**src/hw/btnev_pkg.sv**
```systemverilog
/*
  btnev_pkg: constants and types shared by the button event logic.
  assumes: a single 50 MHz core clock; times are converted to ticks of a slow enable.
*/
package btnev_pkg;

  // core clock and slow tick timing
  localparam int unsigned CLK_PERIOD_NS     = 20;
  localparam int unsigned SLOW_TICK_US      = 1000;
  localparam int unsigned SLOW_TICK_CYCLES  = (SLOW_TICK_US * 1000) / CLK_PERIOD_NS;

  // debounce stability time and override hold time, in slow ticks
  localparam int unsigned DEBOUNCE_TIME_MS  = 20;
  localparam int unsigned DEBOUNCE_TICKS    = (DEBOUNCE_TIME_MS * 1000) / SLOW_TICK_US;
  localparam int unsigned OVERRIDE_TIME_MS  = 4000;
  localparam int unsigned OVERRIDE_TICKS    = (OVERRIDE_TIME_MS * 1000) / SLOW_TICK_US;

  // control-method status byte in i/o space
  localparam logic [15:0] METHOD_BYTE_ADDR  = 16'h0200;
  localparam int unsigned PRESS_REQ_POS     = 0;
  localparam int unsigned WAKE_REQ_POS      = 1;
  localparam logic [7:0]  METHOD_BYTE_RESET = 8'h00;

  // global system state, gray coded along working -> sleeping -> soft-off
  typedef enum logic [1:0] {
    BTNEV_WORKING  = 2'b00,
    BTNEV_SLEEPING = 2'b01,
    BTNEV_SOFT_OFF = 2'b11
  } btnev_sys_type;

endpackage : btnev_pkg

```
**src/hw/btnev_debounce.sv**
```systemverilog
/*
  btnev_debounce: three-flop synchroniser plus stability filter for one push button.
  assumes: i_key_n is an asynchronous active-low pin; i_tick is a one-cycle slow enable.
*/
`timescale 1ns/10ps
module btnev_debounce #(
  parameter int unsigned STABLE_TICKS = btnev_pkg::DEBOUNCE_TICKS
) (
  input  wire logic i_clk,
  input  wire logic i_rst_n,
  input  wire logic i_tick,
  input  wire logic i_key_n,
  output logic      o_level,
  output logic      o_press
);
  import btnev_pkg::*;

  localparam int unsigned CW = $clog2(STABLE_TICKS + 1);

  typedef struct packed {
    logic          s1;
    logic          s2;
    logic          s3;
    logic [CW-1:0] cnt;
    logic          level;
    logic          press;
  } btnev_db_type;

  btnev_db_type st_q;
  btnev_db_type st_d;

  // a change only counts while stages two and three agree, then must hold for the full time
  always_comb begin
    st_d       = st_q;
    st_d.s1    = ~i_key_n;
    st_d.s2    = st_q.s1;
    st_d.s3    = st_q.s2;
    st_d.press = 1'b0;
    if ((st_q.s2 != st_q.s3) || (st_q.s3 == st_q.level)) begin
      st_d.cnt = '0;
    end else if (i_tick) begin
      if (st_q.cnt >= CW'(STABLE_TICKS - 1)) begin
        st_d.cnt   = '0;
        st_d.level = st_q.s3;
        st_d.press = st_q.s3; // RULE4 RULE10 RULE18
      end else begin
        st_d.cnt = st_q.cnt + CW'(1);
      end
    end
  end

  always_ff @(posedge i_clk or negedge i_rst_n) begin
    if (!i_rst_n) begin
      st_q <= '0;
    end else begin
      st_q <= st_d;
    end
  end

  assign o_level = st_q.level;
  assign o_press = st_q.press;

endmodule : btnev_debounce

```
**src/hw/btnev_top.sv**
```systemverilog
/*
  btnev_top: power and sleep button event logic with override and control-method byte.
  assumes: the platform supplies the global state, the enable flags, clear strobes and
  the sleep-entry trigger level; sequencing to soft-off is done by logic outside.
*/
// Behaviour
// RULE1: every debounced power key press sets the power status flag.
// RULE2: interrupt while power enable set and status set by a working-state press.
// RULE3: status flags stay set until software clears them after service.
// RULE4: power key is debounced; status set once on the press edge.
// RULE5: press while sleeping or soft-off sets status and wakes, enable ignored.
// RULE6: key held four seconds in working state raises the override event.
// RULE7: override clears the power status flag in hardware.
// RULE8: every debounced sleep key press sets the sleep status flag.
// RULE9: interrupt while sleep enable set and status set by a working-state press.
// RULE10: sleep key is debounced; status set once on the press edge.
// RULE11: sleep press while sleeping sets status; wakes only if sleep trigger set.
// RULE12: platform reports power key model through method flag and device object.
// RULE13: platform encodes sleep key support through its flag and object presence.
// RULE14: method byte status bits clear on writing one; zeros leave them alone.
// RULE15: method byte holds press request bit 0, wake request bit 1, to event 0.
// RULE16: event handler clears press bit and notifies with code 0x80 or 0x2.
// RULE17: override goes out on a dedicated signal to the sleep/wake sequencer.
// RULE18: debounce accepts a change only after a configurable stable tick count.
// RULE19: hold time counted on slow ticks, restarting whenever the key is released.
`timescale 1ns/10ps
module btnev_top #(
  parameter int unsigned TICK_CYCLES   = btnev_pkg::SLOW_TICK_CYCLES,
  parameter int unsigned DEBOUNCE_TKS  = btnev_pkg::DEBOUNCE_TICKS,
  parameter int unsigned OVERRIDE_TKS  = btnev_pkg::OVERRIDE_TICKS
) (
  input  wire logic                   i_clk,
  input  wire logic                   i_rst_n,
  input  wire logic                   i_power_key_n,
  input  wire logic                   i_sleep_key_n,
  input  wire btnev_pkg::btnev_sys_type i_sys_state,
  input  wire logic                   i_power_key_enable_flag,
  input  wire logic                   i_sleep_key_enable_flag,
  input  wire logic                   i_power_key_status_clr,
  input  wire logic                   i_sleep_key_status_clr,
  input  wire logic                   i_sleep_entry_trigger,
  input  wire logic [15:0]            i_io_addr,
  input  wire logic                   i_io_wr,
  input  wire logic [7:0]             i_io_wdata,
  output logic [7:0]                  o_io_rdata,
  output logic                        o_power_key_status_flag,
  output logic                        o_sleep_key_status_flag,
  output logic                        o_system_control_interrupt,
  output logic                        o_gpe0_status_bit0,
  output logic                        o_wake,
  output logic                        o_power_key_override_signal
);
  import btnev_pkg::*;

  localparam int unsigned DW = $clog2(TICK_CYCLES + 1);
  localparam int unsigned HW = $clog2(OVERRIDE_TKS + 1);

  typedef struct packed {
    logic [DW-1:0] div;
    logic          tick;
    logic [HW-1:0] hold;
    logic          fired;
    logic          pwr_sts;
    logic          pwr_g0;
    logic          slp_sts;
    logic          slp_g0;
    logic          press_req;
    logic          wake_req;
    logic          system_control_interrupt;
    logic          wake;
    logic          ovr;
    logic [7:0]    rdata;
  } btnev_st_type;

  btnev_st_type st_q;
  btnev_st_type st_d;

  logic pwr_level;
  logic pwr_press;
  logic slp_level;
  logic slp_press;

  // per-button synchroniser and filter, both on the shared slow tick
  btnev_debounce #(.STABLE_TICKS(DEBOUNCE_TKS)) u_pwr_db (
    .i_clk   (i_clk),
    .i_rst_n (i_rst_n),
    .i_tick  (st_q.tick),
    .i_key_n (i_power_key_n),
    .o_level (pwr_level),
    .o_press (pwr_press)
  );

  btnev_debounce #(.STABLE_TICKS(DEBOUNCE_TKS)) u_slp_db (
    .i_clk   (i_clk),
    .i_rst_n (i_rst_n),
    .i_tick  (st_q.tick),
    .i_key_n (i_sleep_key_n),
    .o_level (slp_level),
    .o_press (slp_press)
  );

  // decode of the system state, used by both buttons
  function automatic logic is_working(input btnev_sys_type s);
    case (s)
      BTNEV_WORKING:  is_working = 1'b1;
      BTNEV_SLEEPING: is_working = 1'b0;
      BTNEV_SOFT_OFF: is_working = 1'b0;
      default:        is_working = 1'b0;
    endcase
  endfunction : is_working

  logic working;
  logic sleeping;
  logic byte_wr;
  logic ovr_now;

  assign working  = is_working(i_sys_state);
  assign sleeping = (i_sys_state == BTNEV_SLEEPING);
  assign byte_wr  = i_io_wr && (i_io_addr == METHOD_BYTE_ADDR);

  // next-state logic; every set term is applied after its clear so an event is never lost
  always_comb begin
    st_d      = st_q;
    st_d.tick = 1'b0;
    st_d.wake = 1'b0;
    st_d.ovr  = 1'b0;
    ovr_now   = 1'b0;

    // slow tick divider
    if (st_q.div >= DW'(TICK_CYCLES - 1)) begin
      st_d.div  = '0;
      st_d.tick = 1'b1;
    end else begin
      st_d.div = st_q.div + DW'(1);
    end

    // hold counter restarts on release and outside the working state
    if (!pwr_level || !working) begin
      st_d.hold  = '0; // RULE19
      st_d.fired = 1'b0;
    end else if (st_q.tick && !st_q.fired) begin
      if (st_q.hold >= HW'(OVERRIDE_TKS - 1)) begin
        ovr_now    = 1'b1; // RULE6
        st_d.fired = 1'b1; // one override per hold, not a stream
      end else begin
        st_d.hold = st_q.hold + HW'(1);
      end
    end
    st_d.ovr = ovr_now; // RULE17

    // software and override clears of the fixed-hardware flags
    if (i_power_key_status_clr) begin
      st_d.pwr_sts = 1'b0; // RULE3
      st_d.pwr_g0  = 1'b0;
    end
    if (i_sleep_key_status_clr) begin
      st_d.slp_sts = 1'b0; // RULE3
      st_d.slp_g0  = 1'b0;
    end
    if (ovr_now) begin
      st_d.pwr_sts = 1'b0; // RULE7
      st_d.pwr_g0  = 1'b0;
    end

    // write-one-to-clear on the method byte, zero bits leave state alone
    if (byte_wr && i_io_wdata[PRESS_REQ_POS]) begin
      st_d.press_req = 1'b0; // RULE14
    end
    if (byte_wr && i_io_wdata[WAKE_REQ_POS]) begin
      st_d.wake_req = 1'b0; // RULE14
    end

    // power key press: sets status always, wakes when not working
    if (pwr_press) begin
      st_d.pwr_sts = 1'b1; // RULE1
      if (working) begin
        st_d.pwr_g0    = 1'b1;
        st_d.press_req = 1'b1; // RULE15
      end else begin
        st_d.wake     = 1'b1; // RULE5
        st_d.wake_req = 1'b1; // RULE15
      end
    end

    // sleep key press: sets status always, wakes from sleep only with the trigger set
    if (slp_press) begin
      st_d.slp_sts = 1'b1; // RULE8
      if (working) begin
        st_d.slp_g0 = 1'b1;
      end else if (sleeping && i_sleep_entry_trigger) begin
        st_d.wake = 1'b1; // RULE11
      end
    end

    // interrupt only for working-state presses; power presses outside working and triggered sleeping sleep presses wake instead
    st_d.system_control_interrupt = (i_power_key_enable_flag && st_d.pwr_sts && st_d.pwr_g0)   // RULE2
            || (i_sleep_key_enable_flag && st_d.slp_sts && st_d.slp_g0);  // RULE9

    // registered read of the method byte; unmapped addresses read as zero
    st_d.rdata = 8'h00;
    if (i_io_addr == METHOD_BYTE_ADDR) begin
      st_d.rdata[PRESS_REQ_POS] = st_q.press_req;
      st_d.rdata[WAKE_REQ_POS]  = st_q.wake_req;
    end
  end

  always_ff @(posedge i_clk or negedge i_rst_n) begin
    if (!i_rst_n) begin
      st_q       <= '0;
      st_q.rdata <= METHOD_BYTE_RESET;
    end else begin
      st_q <= st_d;
    end
  end

  assign o_io_rdata                  = st_q.rdata;
  assign o_power_key_status_flag     = st_q.pwr_sts;
  assign o_sleep_key_status_flag     = st_q.slp_sts;
  assign o_system_control_interrupt  = st_q.system_control_interrupt;
  assign o_gpe0_status_bit0          = st_q.press_req | st_q.wake_req; // RULE15
  assign o_wake                      = st_q.wake;
  assign o_power_key_override_signal = st_q.ovr;

  // slp_level is kept for symmetry; the sleep key has no hold function
  logic unused_slp_level;
  assign unused_slp_level = slp_level;

endmodule : btnev_top

```
**config.mk**
```make
export PLATFORM = sky130hd
export DESIGN_NAME = btnev_top
export DESIGN_NICKNAME = d
export VERILOG_FILES = /design/src/hw/btnev_pkg.sv /design/src/hw/btnev_debounce.sv /design/src/hw/btnev_top.sv
export SDC_FILE = /design/constraint.sdc
export NUM_CORES = 1
export LEC_CHECK = 0
export CAP_MARGIN = 10
export CORE_MARGIN = 10
export CORE_UTILIZATION = 48
export CTS_BUF_LIST = sky130_fd_sc_hd__clkbuf_8
export DETAILED_ROUTE_END_ITERATION = 10
export DONT_BUFFER_PORTS = 1
export HOLD_SLACK_MARGIN = 0.03
export PLACE_DENSITY = 0.67
export SETUP_SLACK_MARGIN = 0.2
export SLEW_MARGIN = 25
export SYNTH_ARGS = -nofsm -noshare
export SYNTH_HDL_FRONTEND = slang
export SYNTH_SLANG_ARGS = --single-unit
```
**constraint.sdc**
```tcl
create_clock -name i_clk -period 2.4 [get_ports i_clk]
set_input_delay 0.36 -clock i_clk [delete_from_list [all_inputs] [get_ports i_clk]]
set_output_delay 0.36 -clock i_clk [all_outputs]
set_load 0.1 [all_outputs]
```
# [Word level (Yosys, flattened, before mapping)]
# Cells that the tools add are included.
[word_totals] ff_bits=61 output_inout_bits=14 elab_cells=109
[classes] addsub=4 magnitude_cmp=4 n_eq_ne=7 n_mux=38 bitwise_logic=5 reduce_logical=25
[ops] operator="$mux W13" count=2
[ops] operator="$mux W5" count=4
[ops] operator="$mux W1" count=19
[ops] operator="$mux W2" count=9
[ops] operator="$add A16 B1 Y16 const B" count=1
[ops] operator="$eq A16 B10 Y1 const B" count=1
[ops] operator="$ge A16 B16 Y1 const B" count=1
[ops] operator="$mux W16" count=1
[ops] operator="$mux W7" count=2
[ops] operator="$add A12 B1 Y12 const B" count=1
[ops] operator="$ge A12 B12 Y1 const B" count=1
[ops] operator="$mux W12" count=1
[ops] operator="$add A5 B1 Y5 const B" count=2
[ops] operator="$ge A5 B5 Y1 const B" count=2
[ops] operator="$logic_and A1 B1 Y1" count=9
[ops] operator="$reduce_bool A2 Y1" count=4
[ops] operator="$reduce_and A3 Y1" count=2
[ops] operator="$logic_or A1 B1 Y1" count=4
[ops] operator="$not A1 Y1" count=4
[ops] operator="$reduce_and A2 Y1" count=2
[ops] operator="$logic_not A1 Y1" count=3
[ops] operator="$eq A1 B1 Y1" count=2
[ops] operator="$eq A2 B1 Y1 const B" count=1
[ops] operator="$logic_not A2 Y1" count=1
[ops] operator="3 further kinds" count=4

# [Longest topological paths before layout]
[logic_depth] ltp_word=11 depth_mapped=8 ltp_nobuf=6

# [Modules after synthesis]
# Synthesis repeated with hierarchy kept, for this count alone.
[unflattened] cells_unflattened=293 hier_area_um2=2971.6
[by_module_without_submodules] mod="btnev_top" instances=1 cells_each=209 area_each_um2=2053.2 seq_area_each_um2=1026.0
[by_module_without_submodules] mod="btnev_debounce" instances=2 cells_each=42 area_each_um2=459.2 seq_area_each_um2=250.2

# [Worst setup path after synthesis]
# Ideal clock, no wire load.
[synth_path] path_kind="reg2reg" from="register st_q[31] (netlist name)" to="register st_q[39] (netlist name)" arrival_ps=1689 setup_slack_ps=640 path_stages_with_launch=9 path_buffers=2 period_less_slack_ps=1760 cell_sequence="dfrtp_1 > ha_1 > a311o_1 > a21oi_1 > o21ai_1 > and3_1 > buf_2 > buf_6 > nor2_1"
[synth_rtl] element="start, declared" line="btnev_top.sv:75" rtl="btnev_st_type st_q;"
[synth_rtl] element="start signal, assigned" line="btnev_top.sv:212" rtl="st_q <= st_d;"

# [Worst setup path after layout]
[layout_path] from="register u_slp_db.st_q[2] (netlist name)" to="register u_slp_db.st_q[4] (netlist name)"
[layout_via] elab_chain_cells=4 word_cells_on_any_way=5 cone_classes="add/sub (1); order compare (1); mux (3)"
[layout_rtl] element="start, declared" line="btnev_debounce.sv:29" rtl="btnev_db_type st_q;"
[layout_rtl] element="start signal, assigned" line="btnev_debounce.sv:56" rtl="st_q <= st_d;"
[layout_rtl] element="$add A5 B1 Y5 or $ge A5 B5 Y1 (tied branches)" line="btnev_debounce.sv:47, btnev_debounce.sv:42"
[layout_rtl] element="$mux W5 *" line="btnev_debounce.sv:42" rtl="if (st_q.cnt >= CW'(STABLE_TICKS - 1)) begin"
[layout_rtl] element="$mux W7 *" line="btnev_debounce.sv:41" rtl="end else if (i_tick) begin"
[layout_rtl] element="$mux W5 *" line="btnev_debounce.sv:39" rtl="if ((st_q.s2 != st_q.s3) || (st_q.s3 == st_q.level)) begin"
# Mark *: on every way between the ends. The rest lies on a longest branch, timed or not. The select of a mux whose other input is x is not followed.
# A chain may end at the register's enable or synchronous reset.

==> impl_metrics.tcl <==
set metrics [dict create \
    worstMarginPinSlew_ns 0.9034 \
    fp.dieW_um 98.12 \
    hpwlAfterDp_um 3735 \
    rows 28 \
    io_buffers 0 \
    ir_worst_vdd_mv 0.4875 \
    crit_required_ns 2.66 \
    critPathCaptureType "register" \
    synth_largest_area_cell "dfrtp_1" \
    startpoint_type "register" \
    vias 2058 \
    maxCapViolCount 0 \
    regArea_sq_um 1526 \
    clk_pin_slew_ns 0.06 \
    cpPeakStageDelay_ns 0.42 \
    cpMaxStageDelayCell "dfrtp_1" \
    routed_via_density 5.416 \
    slew_headroom 0.3982 \
    die_area_sq_um 9627 \
    areaGrowthSynthToFinish_pct 11.28 \
    cts_max_level 3 \
    numCtsBuffers 9 \
    worst-path-buf-inv 0 \
    grt_pass1_wl_um 9508 \
    r2r_cells 6 \
    max_freq_ghz 0.5106 \
    period_needed_ns 1.958 \
    syn_inst 291 \
    wl_per_cell_um 14.10 \
    die_y_um 98.12 \
    hold_path_end "u_pwr_db.st_d[8]" \
    cts.sinks 61 \
    coreArea_sq_um 5921 \
    r2r_end "u_slp_db.st_q[4]" \
    synth_edf_count 0 \
    initial_core_util 0.4947 \
    ys_warn_count 0 \
    first_pass_iters 4 \
    fillCellCount 511 \
    timing.final.ws_setup_ns 0.4416 \
    status "finished, final reports clean" \
    synth_ff_type "dfrtp_1" \
    clock_skew_ns 0.009313 \
    timing.hold.ws_ns 0.08146 \
    synth_cell_types 57 \
    yosysSeqAreaShare 0.5211 \
    antenna_cells 0 \
    multi_input_comb_area_sq_um 1282 \
    crit_family "compound AO/OA/AOI/OAI gates" \
    p_leak_nw 1.488 \
    syn_avg_cell_area_sq_um 10.07 \
    fin_crit_sh 0.8160 \
    layout_commonest_cell "dfrtp_1" \
    ioPinCount 50 \
    whs_path_depth 1 \
    grt_setup_unrepaired "false" \
    hold_class "input port to register" \
    ys_ff_latch 61 \
    layout-drive-gt1-share 0.09508 \
    hp-start "i_power_key_n" \
    total_power_mw 2.209 \
    arrival_ns 2.22 \
    finalSetupTns_ns 0 \
    grt_pass1_vias 2035 \
    clock_path_buffers 2 \
    crit_fanout 7 \
    initialDrtViolationCount 91 \
    gr-total-overflow 0 \
    grtUsageTotal 0.1188 \
    yosysTopAreaCellShare 0.5211 \
    setup_viol 0 \
    r2r_start "u_slp_db.st_q[2]" \
    antenna_found_initial 0 \
    gp_congestion 0.8142 \
    root_buffer "clkbuf_8" \
    drc 0 \
    async_reset_ff_frac 1.000 \
    synth_area_sq_um 2929 \
    cts_tree "built" \
    ant_nets 0 \
    final_cell_mix "dfrtp_1 (61), nor2_1 (37), nand2_1 (29)" \
    finalHoldViolations 0 \
    cp_cell_sequence "ha_1, a2111oi_0, nor2b_1, nor3_2, a21oi_1, mux2i_1" \
    worstSkewPairLatency_ns 0.34 \
    synth.area.top_cells "dfrtp_1 (52%), nor2_1 (4.7%), xnor2_1 (3.9%), nand2_1 (3.7%), xor2_1 (3.0%)" \
    drt-total-wl_um 5358 \
    slew_viol_final 0 \
    nNetsFinal 340 \
    path_class "register to register" \
    post-cts-setup-buffer-count 0 \
    cellPowerDensity_nw_per_um2 677.6 \
    rrSetupSlack_ns 0.44 \
    grt_max_degree 62 \
    place_ws_ns 0.4549 \
]
-- logic make-up after synthesis --
family / after synthesis / share of synthesized area
DFF: 61 / 0.5211
AOI/OAI and AO/OA: 52 / 0.1307
and+or+nand+nor: 123 / 0.2102
other: 1 / 0.001280
adders and majority gates: 4 / 0.01709
muxes: 1 / 0.003417
xor gates and xnor gates: 23 / 0.06877
buffers and inverters: 26 / 0.04741
-- state kept, by name, indices dropped and copies added, names as in the netlist, 2 cells and up --
register       flops
u_slp_db.st_d      2
u_slp_db.st_q      6
u_pwr_db.st_d      2
u_pwr_db.st_q      6
st_q              34
o_io_rdata         2
-- metal layers --
metal	share of wire	track usage	wire [um]	vias up
met3	0.065	0.05567	350	8
met5	0	0	0	-
met1	0.43	0.1374	2325	987
li1	-	-	-	1018
met4	0.015	0.04251	78	0
met2	0.49	0.1883	2603	45
-- area by class of cell --
| class | instances | area share |
|---|---|---|
| clock buffer | 10 | 0.04223 |
| clock inverter | 6 | 0.03148 |
| inverter | 13 | 0.01497 |
| multi-input combinational | 209 | 0.3935 |
| sequential | 61 | 0.4683 |
| tap | 75 | 0.02879 |
| timing repair buffer | 6 | 0.02073 |
-- cell usage after synthesis (2+ instances only) --
master	instances
and4_1	5
or2_2	2
a21oi_1	9
buf_2	3
nor2_1	37
buf_4	8
nand4_1	5
a22o_1	4
o21ai_0	6
nand3_1	15
nor4_1	4
nor2b_1	6
nor3_1	3
and3_1	3
a211oi_1	2
dfrtp_1	61
inv_1	13
and2_1	4
a21o_1	5
xor2_1	10
a31oi_1	4
o211ai_1	2
nand2_1	29
or3_1	2
o21ai_1	2
xnor2_1	13
ha_1	4
-- power breakdown --
part | switching, mW | total, mW | internal, mW
sequential | 0.00327 | 1.04 | 1.03
clock | 0.380 | 1.09 | 0.709
combinational | 0.0699 | 0.0831 | 0.0132
total | 0.453 | 2.21 | 1.76
-- worst reg2reg max path: stages, from the launching register on --
cell and delay [ns]:
dfrtp_1 0.42, ha_1 0.26, a2111oi_0 0.41, nor2b_1 0.13
nor3_2 0.40, a21oi_1 0.13, mux2i_1 0.14
-- worst max-delay path by stage --
stage | from | to | slack, ns | depth (start not counted)
6_report | u_slp_db.st_q[2] | u_slp_db.st_q[4] | 0.44 | 6
5_1_grt | u_slp_db.st_q[2] | u_slp_db.st_q[4] | 0.23 | 6
4_1_cts | u_slp_db.st_q[2] | u_slp_db.st_q[4] | 0.43 | 6
3_5_place_dp | u_slp_db.st_q[2] | u_slp_db.st_q[4] | 0.45 | 6
3_3_place_gp | st_q[31] | st_q[32] | 0.49 | 6
2_1_floorplan | st_q[31] | st_q[39] | 0.64 | 8
-- through the flow --
step | std cells | cell area, sq um | utilization
after floorplan | 296 | 2948 | -
after global placement | 362 | 2982 | 0.5036
after detailed placement | 362 | 2982 | 0.5036
after CTS | 380 | 3259 | 0.5505
after global routing | 380 | 3259 | 0.5505
final | 380 | 3259 | 0.5505
-- what timing repair did --
| item | CTS | global route |
|---|---|---|
| endpoints found under the hold margin | 61 | 0 |
| gates resized for setup | 0 | 0 |
| hold buffers | 2 | 0 |
Power figures use the tool's default switching activity.
